**src/hw/bbf_pkg.sv**
```systemverilog
// package: command codes, pin timing and status layout for the flash host controller
package bbf_pkg;
	localparam int ADDR_W = 17;
	localparam int DATA_W = 8;
	// command codes
	localparam logic [7:0] CMD_READ_ARRAY   = 8'hFF;
	localparam logic [7:0] CMD_PROG_SETUP   = 8'h40;
	localparam logic [7:0] CMD_PROG_ALT     = 8'h10;
	localparam logic [7:0] CMD_READ_STATUS  = 8'h70;
	localparam logic [7:0] CMD_CLEAR_STATUS = 8'h50;
	localparam logic [7:0] CMD_ERASE_SETUP  = 8'h20;
	localparam logic [7:0] CMD_CONFIRM      = 8'hD0;
	localparam logic [7:0] CMD_SUSPEND      = 8'hB0;
	localparam logic [7:0] CMD_SIGNATURE    = 8'h90;
	localparam logic [16:0] SIG_MFG_ADDR    = 17'h0_0000;
	localparam logic [16:0] SIG_DEV_ADDR    = 17'h0_0001;
	// status bit positions
	localparam int SR_READY_BIT  = 7;
	localparam int SR_ERASE_FAIL = 5;
	localparam int SR_PROG_FAIL  = 4;
	// timing, in ns and derived cycles at 100 MHz
	localparam int CLK_NS        = 10;
	localparam int WE_LOW_NS     = 40;
	localparam int WE_HIGH_NS    = 10;
	localparam int WR_CYCLE_NS   = 90;
	localparam int RD_ACCESS_NS  = 90;
	localparam int PWR_RECOV_NS  = 480;
	localparam int WE_LOW_CYC    = (WE_LOW_NS + CLK_NS - 1) / CLK_NS;
	localparam int WE_HIGH_CYC   = (WR_CYCLE_NS - WE_LOW_NS + CLK_NS - 1) / CLK_NS;
	// two sync stages sit between the pin and the sampled byte
	localparam int RD_CYC        = (RD_ACCESS_NS + CLK_NS - 1) / CLK_NS + 2;
	localparam int PWR_RECOV_CYC = (PWR_RECOV_NS + CLK_NS - 1) / CLK_NS;
	// erase poll timeout for the main block
	localparam int ERASE_TMO_MS  = 20900;
	localparam longint ERASE_TMO_CYC = longint'(ERASE_TMO_MS) * 1000 * 1000 / CLK_NS;
	// host operation codes
	typedef enum logic [2:0] {
		OP_READ, OP_PROGRAM, OP_ERASE, OP_STATUS, OP_CLEAR,
		OP_SUSPEND, OP_RESUME, OP_SIGNATURE
	} bbf_op_t;
	typedef struct packed {
		bbf_op_t            op;
		logic [ADDR_W-1:0]  addr;
		logic [DATA_W-1:0]  data;
	} bbf_req_t;
	typedef struct packed {
		logic               ce_n;
		logic               oe_n;
		logic               we_n;
		logic [ADDR_W-1:0]  addr;
	} bbf_pins_t;
endpackage : bbf_pkg
```
**src/hw/bbf_host.sv**
```systemverilog
// host controller that drives a boot-block flash over its asynchronous pins
`timescale 1ns/1ps
`default_nettype none
// How it works
// RQ1 - every command goes out as one or two write cycles; first byte is the command
// RQ2 - program and erase writes carry address and data for the device to latch
// RQ3 - read op writes FFH then reads array data
// RQ4 - program writes 40H then target address and data byte
// RQ5 - status op writes 70H then reads the status byte
// RQ6 - clear op writes 50H to clear latched fail flags
// RQ7 - erase writes 20H then D0H, both at the block address
// RQ8 - suspend writes B0H; resume writes D0H
// RQ9 - signature op writes 90H then reads address 0000H or 0001H
// RQ10 - device drives read data with power-down high, ce low, oe low, we high
// RQ11 - device floats data with ce low and oe, we high
// RQ12 - device floats data in standby when ce high
// RQ13 - device floats data in deep power-down when power-down low
// RQ14 - write cycle is ce low, oe high, we low, host drives data
// RQ15 - high-voltage signature read picks code by lowest address bit
// RQ16 - device byte program takes at least 15 us
// RQ17 - device block erase takes at least 1.3 s or 3 s; the bench model erases in ERASE_CYC cycles, 300 by default
// RQ18 - device relocks boot block within 100 ns of unlock removal
// RQ19 - read may follow a write with no recovery time
// RQ20 - host polls erase completion up to 20.9 s before timing out
// RQ21 - device enters read-array at power-up and leaving power-down
// RQ22 - after program or erase reads give status; bit 7 marks ready
// RQ23 - erase and program fail bits stay until status clear
// RQ24 - while programming only read-status is accepted by the device
// RQ25 - undefined command bytes leave mode and status unchanged
module bbf_host
	import bbf_pkg::*;
#(
	parameter longint ERASE_TIMEOUT = ERASE_TMO_CYC
) (
	// clock and reset
	input  wire logic              i_sys_clk,
	input  wire logic              i_rst_b,
	// user request port
	input  wire logic              i_req_valid,
	input  wire bbf_req_t          i_req,
	output logic                   o_req_ready,
	output logic                   o_done,
	output logic                   o_timeout,
	output logic [DATA_W-1:0]      o_rd_data,
	// user power-down request
	input  wire logic              i_powerdown,
	// flash pins
	output bbf_pins_t              o_pins,
	output logic                   o_powerdown_reset_n,
	output logic [DATA_W-1:0]      o_dq_out,
	output logic                   o_dq_oe,
	input  wire logic [DATA_W-1:0] i_dq_in
);
	typedef enum {
		ST_PWR, ST_IDLE, ST_WR_LOW, ST_WR_HIGH, ST_RD, ST_POLL_GAP, ST_DONE
	} bbf_state_t;

	bbf_state_t        state;
	bbf_req_t          cur;
	logic              second;
	logic [31:0]       cnt;
	longint            poll_cnt;
	logic [DATA_W-1:0] dq_s1;
	logic [DATA_W-1:0] dq_s2;

	// data pins cross from the device into our clock
	always_ff @(posedge i_sys_clk) begin
		dq_s1 <= i_dq_in;
		dq_s2 <= dq_s1;
	end

	// byte to put on the bus for the current write cycle
	function automatic logic [DATA_W-1:0] wr_byte(input bbf_req_t r, input logic sec);
		logic [DATA_W-1:0] b;
		b = CMD_READ_ARRAY;
		unique case (r.op)
			// RQ3 read array
			OP_READ:      b = CMD_READ_ARRAY;
			// RQ4 program pair
			OP_PROGRAM:   b = sec ? r.data : CMD_PROG_SETUP;
			// RQ7 erase pair
			OP_ERASE:     b = sec ? CMD_CONFIRM : CMD_ERASE_SETUP;
			// RQ5 status read
			OP_STATUS:    b = CMD_READ_STATUS;
			// RQ6 clear flags
			OP_CLEAR:     b = CMD_CLEAR_STATUS;
			// RQ8 suspend, resume
			OP_SUSPEND:   b = CMD_SUSPEND;
			OP_RESUME:    b = CMD_CONFIRM;
			// RQ9 signature entry
			OP_SIGNATURE: b = CMD_SIGNATURE;
		endcase
		return b;
	endfunction

	// ops that need a second write, and ops that end with a read
	function automatic logic two_writes(input bbf_op_t op);
		return (op == OP_PROGRAM) || (op == OP_ERASE);
	endfunction
	function automatic logic ends_in_read(input bbf_op_t op);
		return (op == OP_READ) || (op == OP_STATUS) || (op == OP_SIGNATURE)
			|| (op == OP_PROGRAM) || (op == OP_ERASE);
	endfunction
	function automatic logic polls(input bbf_op_t op);
		return (op == OP_PROGRAM) || (op == OP_ERASE);
	endfunction

	always_ff @(posedge i_sys_clk) begin
		if (!i_rst_b) begin
			state               <= ST_PWR;
			cur                 <= '0;
			second              <= 1'b0;
			cnt                 <= '0;
			poll_cnt            <= '0;
			o_req_ready         <= 1'b0;
			o_done              <= 1'b0;
			o_timeout           <= 1'b0;
			o_rd_data           <= '0;
			o_pins              <= '{ce_n: 1'b1, oe_n: 1'b1, we_n: 1'b1, addr: '0};
			o_powerdown_reset_n <= 1'b0;
			o_dq_out            <= '0;
			o_dq_oe             <= 1'b0;
		end else begin
			o_done <= 1'b0;
			unique case (state)
				// RQ21 wake recovery; device comes up in read-array
				ST_PWR: begin
					o_powerdown_reset_n <= !i_powerdown;
					if (i_powerdown) begin
						cnt <= '0;
					end else if (cnt >= 32'(PWR_RECOV_CYC)) begin
						state       <= ST_IDLE;
						o_req_ready <= 1'b1;
					end else begin
						cnt <= cnt + 32'd1;
					end
				end
				ST_IDLE: begin
					// RQ13 deep power-down floats the device
					if (i_powerdown) begin
						o_req_ready         <= 1'b0;
						o_powerdown_reset_n <= 1'b0;
						cnt                 <= '0;
						state               <= ST_PWR;
					end else if (i_req_valid) begin
						cur         <= i_req;
						second      <= 1'b0;
						o_req_ready <= 1'b0;
						o_timeout   <= 1'b0;
						poll_cnt    <= '0;
						cnt         <= '0;
						// RQ14 write strobe cycle
						o_pins      <= '{ce_n: 1'b0, oe_n: 1'b1, we_n: 1'b0, addr: i_req.addr};
						o_dq_out    <= wr_byte(i_req, 1'b0);
						o_dq_oe     <= 1'b1;
						state       <= ST_WR_LOW;
					end
				end
				ST_WR_LOW: begin
					cnt <= cnt + 32'd1;
					if (cnt + 32'd1 >= 32'(WE_LOW_CYC)) begin
						// RQ2 rising we latches address and data
						o_pins.we_n <= 1'b1;
						cnt         <= '0;
						state       <= ST_WR_HIGH;
					end
				end
				ST_WR_HIGH: begin
					cnt <= cnt + 32'd1;
					if (cnt + 32'd1 >= 32'(WE_HIGH_CYC)) begin
						cnt <= '0;
						// RQ1 second bus cycle when the op needs it
						if (two_writes(cur.op) && !second) begin
							second      <= 1'b1;
							o_pins.we_n <= 1'b0;
							o_dq_out    <= wr_byte(cur, 1'b1);
							state       <= ST_WR_LOW;
						end else if (ends_in_read(cur.op)) begin
							// RQ19 read right after write
							o_dq_oe     <= 1'b0;
							o_pins.oe_n <= 1'b0;
							if (cur.op == OP_SIGNATURE) begin
								// RQ9 signature address
								o_pins.addr <= cur.addr[0] ? SIG_DEV_ADDR : SIG_MFG_ADDR;
							end
							state <= ST_RD;
						end else begin
							o_dq_oe <= 1'b0;
							o_pins  <= '{ce_n: 1'b1, oe_n: 1'b1, we_n: 1'b1, addr: cur.addr};
							state   <= ST_DONE;
						end
					end
				end
				// RQ10 device drives data on a read
				ST_RD: begin
					cnt      <= cnt + 32'd1;
					poll_cnt <= poll_cnt + 1;
					if (cnt + 32'd1 >= 32'(RD_CYC)) begin
						cnt         <= '0;
						o_rd_data   <= dq_s2;
						// status latches on oe fall; toggle oe before the next poll
						o_pins.oe_n <= 1'b1;
						// RQ22 poll until ready bit set
						if (polls(cur.op) && !dq_s2[SR_READY_BIT]) begin
							// RQ20 give up after the erase limit
							if (poll_cnt >= ERASE_TIMEOUT) begin
								o_timeout <= 1'b1;
								o_pins.ce_n <= 1'b1;
								state     <= ST_DONE;
							end else begin
								state <= ST_POLL_GAP;
							end
						end else begin
							// RQ12 standby between ops
							o_pins.ce_n <= 1'b1;
							state       <= ST_DONE;
						end
					end
				end
				// RQ11 output disabled while oe high
				ST_POLL_GAP: begin
					poll_cnt    <= poll_cnt + 1;
					o_pins.oe_n <= 1'b0;
					state       <= ST_RD;
				end
				ST_DONE: begin
					o_done      <= 1'b1;
					o_req_ready <= 1'b1;
					state       <= ST_IDLE;
				end
			endcase
		end
	end
endmodule : bbf_host
`default_nettype wire

```
**config.mk**
```make
export PLATFORM = sky130hd
export DESIGN_NAME = bbf_host
export DESIGN_NICKNAME = d
export VERILOG_FILES = /design/src/hw/bbf_pkg.sv /design/src/hw/bbf_host.sv
export SDC_FILE = /design/constraint.sdc
export NUM_CORES = 1
export LEC_CHECK = 0
export BUFFER_PORTS_ARGS = -buffer_cell sky130_fd_sc_hd__buf_2
export CAP_MARGIN = 20
export CORE_UTILIZATION = 30
export CTS_CLUSTER_DIAMETER = 100
export DETAILED_ROUTE_END_ITERATION = 10
export PLACE_DENSITY = 0.43
export SYNTH_ARGS = -nofsm -noshare
export SYNTH_HDL_FRONTEND = slang
export SYNTH_SLANG_ARGS = --single-unit
```
**constraint.sdc**
```tcl
create_clock -name i_sys_clk -period 3.3 [get_ports i_sys_clk]
set_input_delay 0.165 -clock i_sys_clk [delete_from_list [all_inputs] [get_ports i_sys_clk]]
set_output_delay 0.165 -clock i_sys_clk [all_outputs]
set_load 0.005 [all_outputs]
```
# After elaboration in Yosys (flattened, before gate mapping)
# Memories as Yosys holds them, arrays and structs flattened.
# Cells that the tools add are included.
[op_classes]
bitwise = 1
n_addsub = 2
n_lt_le_gt_ge = 5
n_reduce_logical = 37
eq_ne = 31
mux = 68
[op_table]
columns = ["operator", "n"]
rows = [
  ["32-bit 2-to-1 mux", 14],
  ["32-bit one-hot mux with 7 select lines", 1],
  ["32-bit one-hot mux with 5 select lines", 1],
  ["64-bit 2-to-1 mux", 2],
  ["64-bit one-hot mux with 2 select lines", 1],
  ["32-bit by 3-bit equality test with 1-bit output (second input constant)", 3],
  ["64-bit by 2-bit adder with 64-bit output (second input constant)", 1],
  ["32-bit by 2-bit equality test with 1-bit output (second input constant)", 2],
  ["32-bit by 3-bit greater-or-equal comparator with 1-bit output (second input constant)", 2],
  ["64-bit by 32-bit greater-or-equal comparator with 1-bit output (second input constant)", 1],
  ["20-bit 2-to-1 mux", 3],
  ["8-bit one-hot mux with 7 select lines", 1],
  ["17-bit 2-to-1 mux", 3],
  ["17-bit one-hot mux with 2 select lines", 1],
  ["32-bit by 1-bit adder with 32-bit output (second input constant)", 1],
  ["32-bit by 1-bit equality test with 1-bit output (second input constant)", 1],
  ["32-bit by 4-bit greater-or-equal comparator with 1-bit output (second input constant)", 1],
  ["32-bit by 6-bit greater-or-equal comparator with 1-bit output (second input constant)", 1],
  ["32-bit zero test", 1],
  ["8-bit 2-to-1 mux", 4],
  ["6-bit AND reduction", 5],
  ["2-bit inequality test (second input constant)", 13],
  ["1-bit 2-to-1 mux", 22],
  ["8-bit one-hot mux with 2 select lines", 1],
  ["24 further kinds", 58],
]
[totals]
out_inout_bits = 41
register_bits = 214
rom_bits = 64
wordCells = 165
n_memories = 1
[memory_table]
columns = ["memory", "words", "width", "rd", "rd_clocked_by_memory_dff", "wr", "line", "source"]
rows = [
  ["(no name shown)", 8, 8, 1, 0, 0, "bbf_host.sv:76", "unique case (r.op)"],
]

# Depth between registers and ports, before layout
[logic_depth]
depth_word = 9
mapped_depth = 12
mapped_depth_nobuf = 9

# Worst setup path after synthesis
# No wires, ideal clock.
[synth_timing]
path_type = "register to register"
startpoint = "reg cnt[1]"
endpoint = "reg o_pins[10] in the netlist's numbering"
arrival_ns = 2.945
path_slack_ns = 0.239
setup_time_ns = 0.116
n_path_buf = 3
required_ns = 3.184
stages_incl_launch_ff = 13
cell_sequence = "dfxtp_1 -> ha_1 -> and4_1 -> clkbuf_1 -> and3_1 -> o2111ai_1 -> a211o_1 -> or4_1 -> buf_6 -> o31ai_4 -> buf_6 -> nand2b_1 -> and3_1"
[synth_between]
elab_chain_len = 4
[synth_lines]
columns = ["item", "line", "source"]
rows = [
  ["from (decl)", "bbf_host.sv:61", "logic [31:0] cnt;"],
  ["from (signal assigned)", "bbf_host.sv:135", "cnt <= cnt + 32'd1;"],
  ["from (signal assigned)", "bbf_host.sv:160", "cnt <= cnt + 32'd1;"],
  ["from (signal assigned)", "bbf_host.sv:169", "cnt <= cnt + 32'd1;"],
  ["32-bit by 1-bit adder with 32-bit output", "bbf_host.sv:170", "if (cnt + 32'd1 >= 32'(WE_HIGH_CYC)) begin"],
  ["32-bit by 3-bit greater-or-equal comparator with 1-bit output", "bbf_host.sv:170", ""],
  ["2-bit inequality test (no source line)", "--", ""],
  ["6-bit AND reduction (no source line)", "--", ""],
  ["to (signal assigned)", "bbf_host.sv:119", "o_pins <= '{ce_n: 1'b1, oe_n: 1'b1, we_n: 1'b1, addr: '0};"],
  ["to (signal assigned)", "bbf_host.sv:153", "o_pins <= '{ce_n: 1'b0, oe_n: 1'b1, we_n: 1'b0, addr: i_req.addr};"],
  ["to (signal assigned)", "bbf_host.sv:189", "o_pins <= '{ce_n: 1'b1, oe_n: 1'b1, we_n: 1'b1, addr: cur.addr};"],
  ["to (decl)", "bbf_host.sv:48", "output bbf_pins_t o_pins,"],
]
# Every way passes these cells.
# A chain may end at the register's enable or synchronous reset.

# Worst setup path in the final report
[layout_timing]
startpoint = "reg cnt[8]"
endpoint = "reg o_pins[4] in the netlist's numbering"
# Same word-level chain as after synthesis.

==> summary.txt <==
Setup path
  – Buffers & Inverters on Critical Path: 1
  – Kind of critical path: flip-flop to flip-flop
  – Crit start category: flip-flop
  – Crit-path max FO: 34
  – Worst EP required: 3.67 ns
  – Crit. End Element: flip-flop
  – Slowest stage delay, CP: 0.61 ns
  – Slowest CP cell: or4_4
  – Crit-path cells: nand4_2 -> or4_4 -> o21a_1 -> a211o_1 -> or4_4 -> o31ai_4 -> buf_12 -> a221o_2 -> and3_1
  – Cell family with most CP delay: simple AND/OR/NAND/NOR gates
  – Critical Path AT: 3.42 ns
  – Reg2reg start: cnt[8]
  – Crit path launch: cnt[8]
  – Most repeated library cell on the critical path: or4_4

Placed design
  – IO Port Bufs: 80
  – Hpwl dp: 15.2 mm
  – Gpl congestion: 0.820
  – Area after DPL: 9670 um^2

Synthesis
  – Synthesized flop and latch total: 185
  – Mapped Cells: 1,036
  – Synth cell types: 64
  – Post-synth design cell area: 8700 um^2
  – Sequential share of the synthesized area: 0.425
  – Post-synthesis net count: 1,089
  – Ys Warns: 0
  – Avg Cell Area, Syn: 8.40 um^2
  – Post-synth EDFFs: 0
  – Post-synth ARST share: 0
  – Predominant post-synthesis flop cell: dfxtp_1

STA
  – Setup TNS Final: 0 ns
  – Slew of the pin with the lowest slew margin: 0.816 ns
  – Worst slew margin: 0.456
  – Max Slew Vio Count: 0
  – Final Hold Fails: 0
  – Min Hold Slack: 0.0135 ns
  – Setup violators final: 0
  – Fmax: 328 MHz
  – Worst Clk Skew: 0.0163 ns
  – Fin crit share: 0.924
  – RSZ-0062 raised after global routing: false
  – Period minus WS final: 3.05 ns

Power
  – Gate power share: 0.030
  – NetSw: 1.03 mW
  – LEAKAGE: 4.10 nW
  – Reg power frac: 0.507
  – Net Sw Frac: 0.232
  – Pwr Density: 421 nW/um^2
  – Clock power share: 0.463
  – Int Pwr: 3.41 mW
  – VDD IR max: 0.312 mV
  – Total chip power: 4.44 mW

GRT
  – Global routing usage on met1: 0.204
  – Vias in the first global route: 6,941
  – First-pass GRT wire length: 36.2 mm
  – Initial antenna violation count: 0
  – Met3 GRT Util: 0.0277
  – Gr busiest metal: met2
  – Total grt overflow: 0
  – Largest net degree at the start of global routing: 65
  – Gr usage total: 0.153
  – Grt met2 use: 0.251

Routing
  – Wire per inst: 14.4 um
  – Post-route antenna net violation count: 0
  – Initial DRC Count: 408
  – Total wire length: 22.2 mm
  – Total number of vias: 7,402
  – Number of detailed-route iterations in the first pass: 4
  – Residual DRC count: 0
  – Vias per cell: 4.81

Die
  – Die Span X: 172 um
  – Die area: 29,700 um^2
  – Starting Density: 0.309
  – Core Area: 28,200 um^2
  – Height of the die: 172 um
  – IO Pins: 81
  – Row count: 61

Status
  – Outcome: completed

Cells and area
  – Post-Layout Inst Area: 10,600 um^2
  – Share of cells above drive strength 1: 0.165
  – N_diodes: 0
  – Area Overhead vs Synth: 21.2%
  – Fill cell count: 2,890
  – Layout net count: 1,200
  – Fin util: 0.375

CTS
  – Inserted Clock Buffers: 17
  – Clock-pin slew of the registers on the worst-case setup and hold paths: 0.08 ns
  – CTS root buffer: clkbuf_16
  – Worst-Skew Late Latency: 0.43 ns
  – Clk buf depth: 2
  – H-tree depth: 4
  – CTS tree: done
  – Post-CTS setup buffer count: 0
  – Sink Count: 185

Worst hold path
  – Min-Delay Path Class: input port to flip-flop
  – Worst hold start: i_req[25]

Flow run
  – MaxCap Viol Count: 0
power groups by stage:
stage / Sequential, mW / Combinational [mW] / Clock [mW]
floorplan: 2.30 / 0.0542 / 0
global placement: 2.30 / 0.110 / 0
detailed placement: 2.30 / 0.109 / 0
CTS: 2.25 / 0.136 / 2.13
global route: 2.25 / 0.148 / 2.22
finish: 2.25 / 0.133 / 2.06
worst paths after layout:
kind / slack (ns) / cells after the start / to
setup / recovery: 0.25 / 9 / o_pins[4]
setup reg to reg: 0.25 / 9 / o_pins[4]
hold / removal: 0.01 / 3 / cur[25]
hold reg to reg: 0.32 / 0 / dq_s2[6]
kinds of logic (layout without fill, tap and decap cells):
family	after synthesis	after routing	share of synthesized area
AND/OR/NAND/NOR	505	505	0.289
flip-flops	185	185	0.425
AO/OA/AOI/OAI	174	174	0.150
buffers and inverters	85	209	0.0414
XOR/XNOR	64	64	0.0644
adder cells (fa/ha/maj)	13	13	0.0187
multiplexers	10	10	0.0115
Yosys cell counts (all sizes together) (11+ instances only):
cell type,number,area (um^2)
or3,13,82.6
and3,54,338
xor2,29,254
o21ai,33,169
dfxtp,185,3700
buf,11,81.3
nor4,19,119
a21oi,25,125
nand2b,28,175
nor3,25,130
ha,13,163
nand4,24,156
nand3,50,250
inv,27,101
nand2,137,514
o31ai,11,124
a21boi,32,240
a221o,16,180
xnor2,35,307
clkbuf,46,174
nor2,111,417
layout make-up:
cell class,instances,area (um^2),area share
multi-input cells,766,4660,0.441
repair buffers,149,1030,0.0977
clock inverters,13,129,0.0122
inverters,28,105,0.00996
clock buffers,19,453,0.0429
flip-flops and latches,185,3700,0.351
well taps,378,473,0.0448
registers in the layout (all words and copies together), names as in the netlist, 3 cells and up:
name	flops
dq_s2	8
o_pins	20
state	3
cur	28
o_dq_out	8
cnt	32
dq_s1	8
o_rd_data	8
poll_cnt	64
worst register-to-register path: stages, from the launching register on:
cell and delay, ns:
dfxtp_1 0.45, nand4_2 0.19, or4_4 0.61, o21a_1 0.20, a211o_1 0.22, or4_4 0.50
o31ai_4 0.31, buf_12 0.23, a221o_2 0.15, and3_1 0.15
metrics by stage:
stage                     setup slack [ns]  std cells
after floorplan                      0.239       1036
after global placement               0.166       1477
after detailed placement             0.147       1477
after CTS                            0.121       1538
after global routing                0.0405       1538
final                                0.251       1538
routing by layer:
layer	routed length [um]	up-vias
met4	337	0
li1	-	3859
met5	0	-
met1	11000	3430
met3	574	17
met2	10200	96
cell usage in the layout (no fill, tap or decap), types with 19 or more instances in the layout:
master,netlist,layout
and3_1,54,54
o21ai_0,32,32
buf_4,1,38
dlygate4sd3_1,0,29
dfxtp_1,185,185
nor2_1,111,110
xnor2_1,35,35
buf_2,5,79
nand4_1,23,23
a21boi_0,32,32
inv_1,27,27
nand2b_1,28,28
nand3_1,50,50
nor4_1,19,19
nor3_1,24,24
xor2_1,29,29
a21oi_1,25,25
nand2_1,137,136
what timing repair did:
item	in CTS	in global routing
resized for setup	0	1
hold endpoints to repair	29	0
hold buffers	29	0
setup endpoints to repair	0	29
Power figures use the tool's default switching activity.
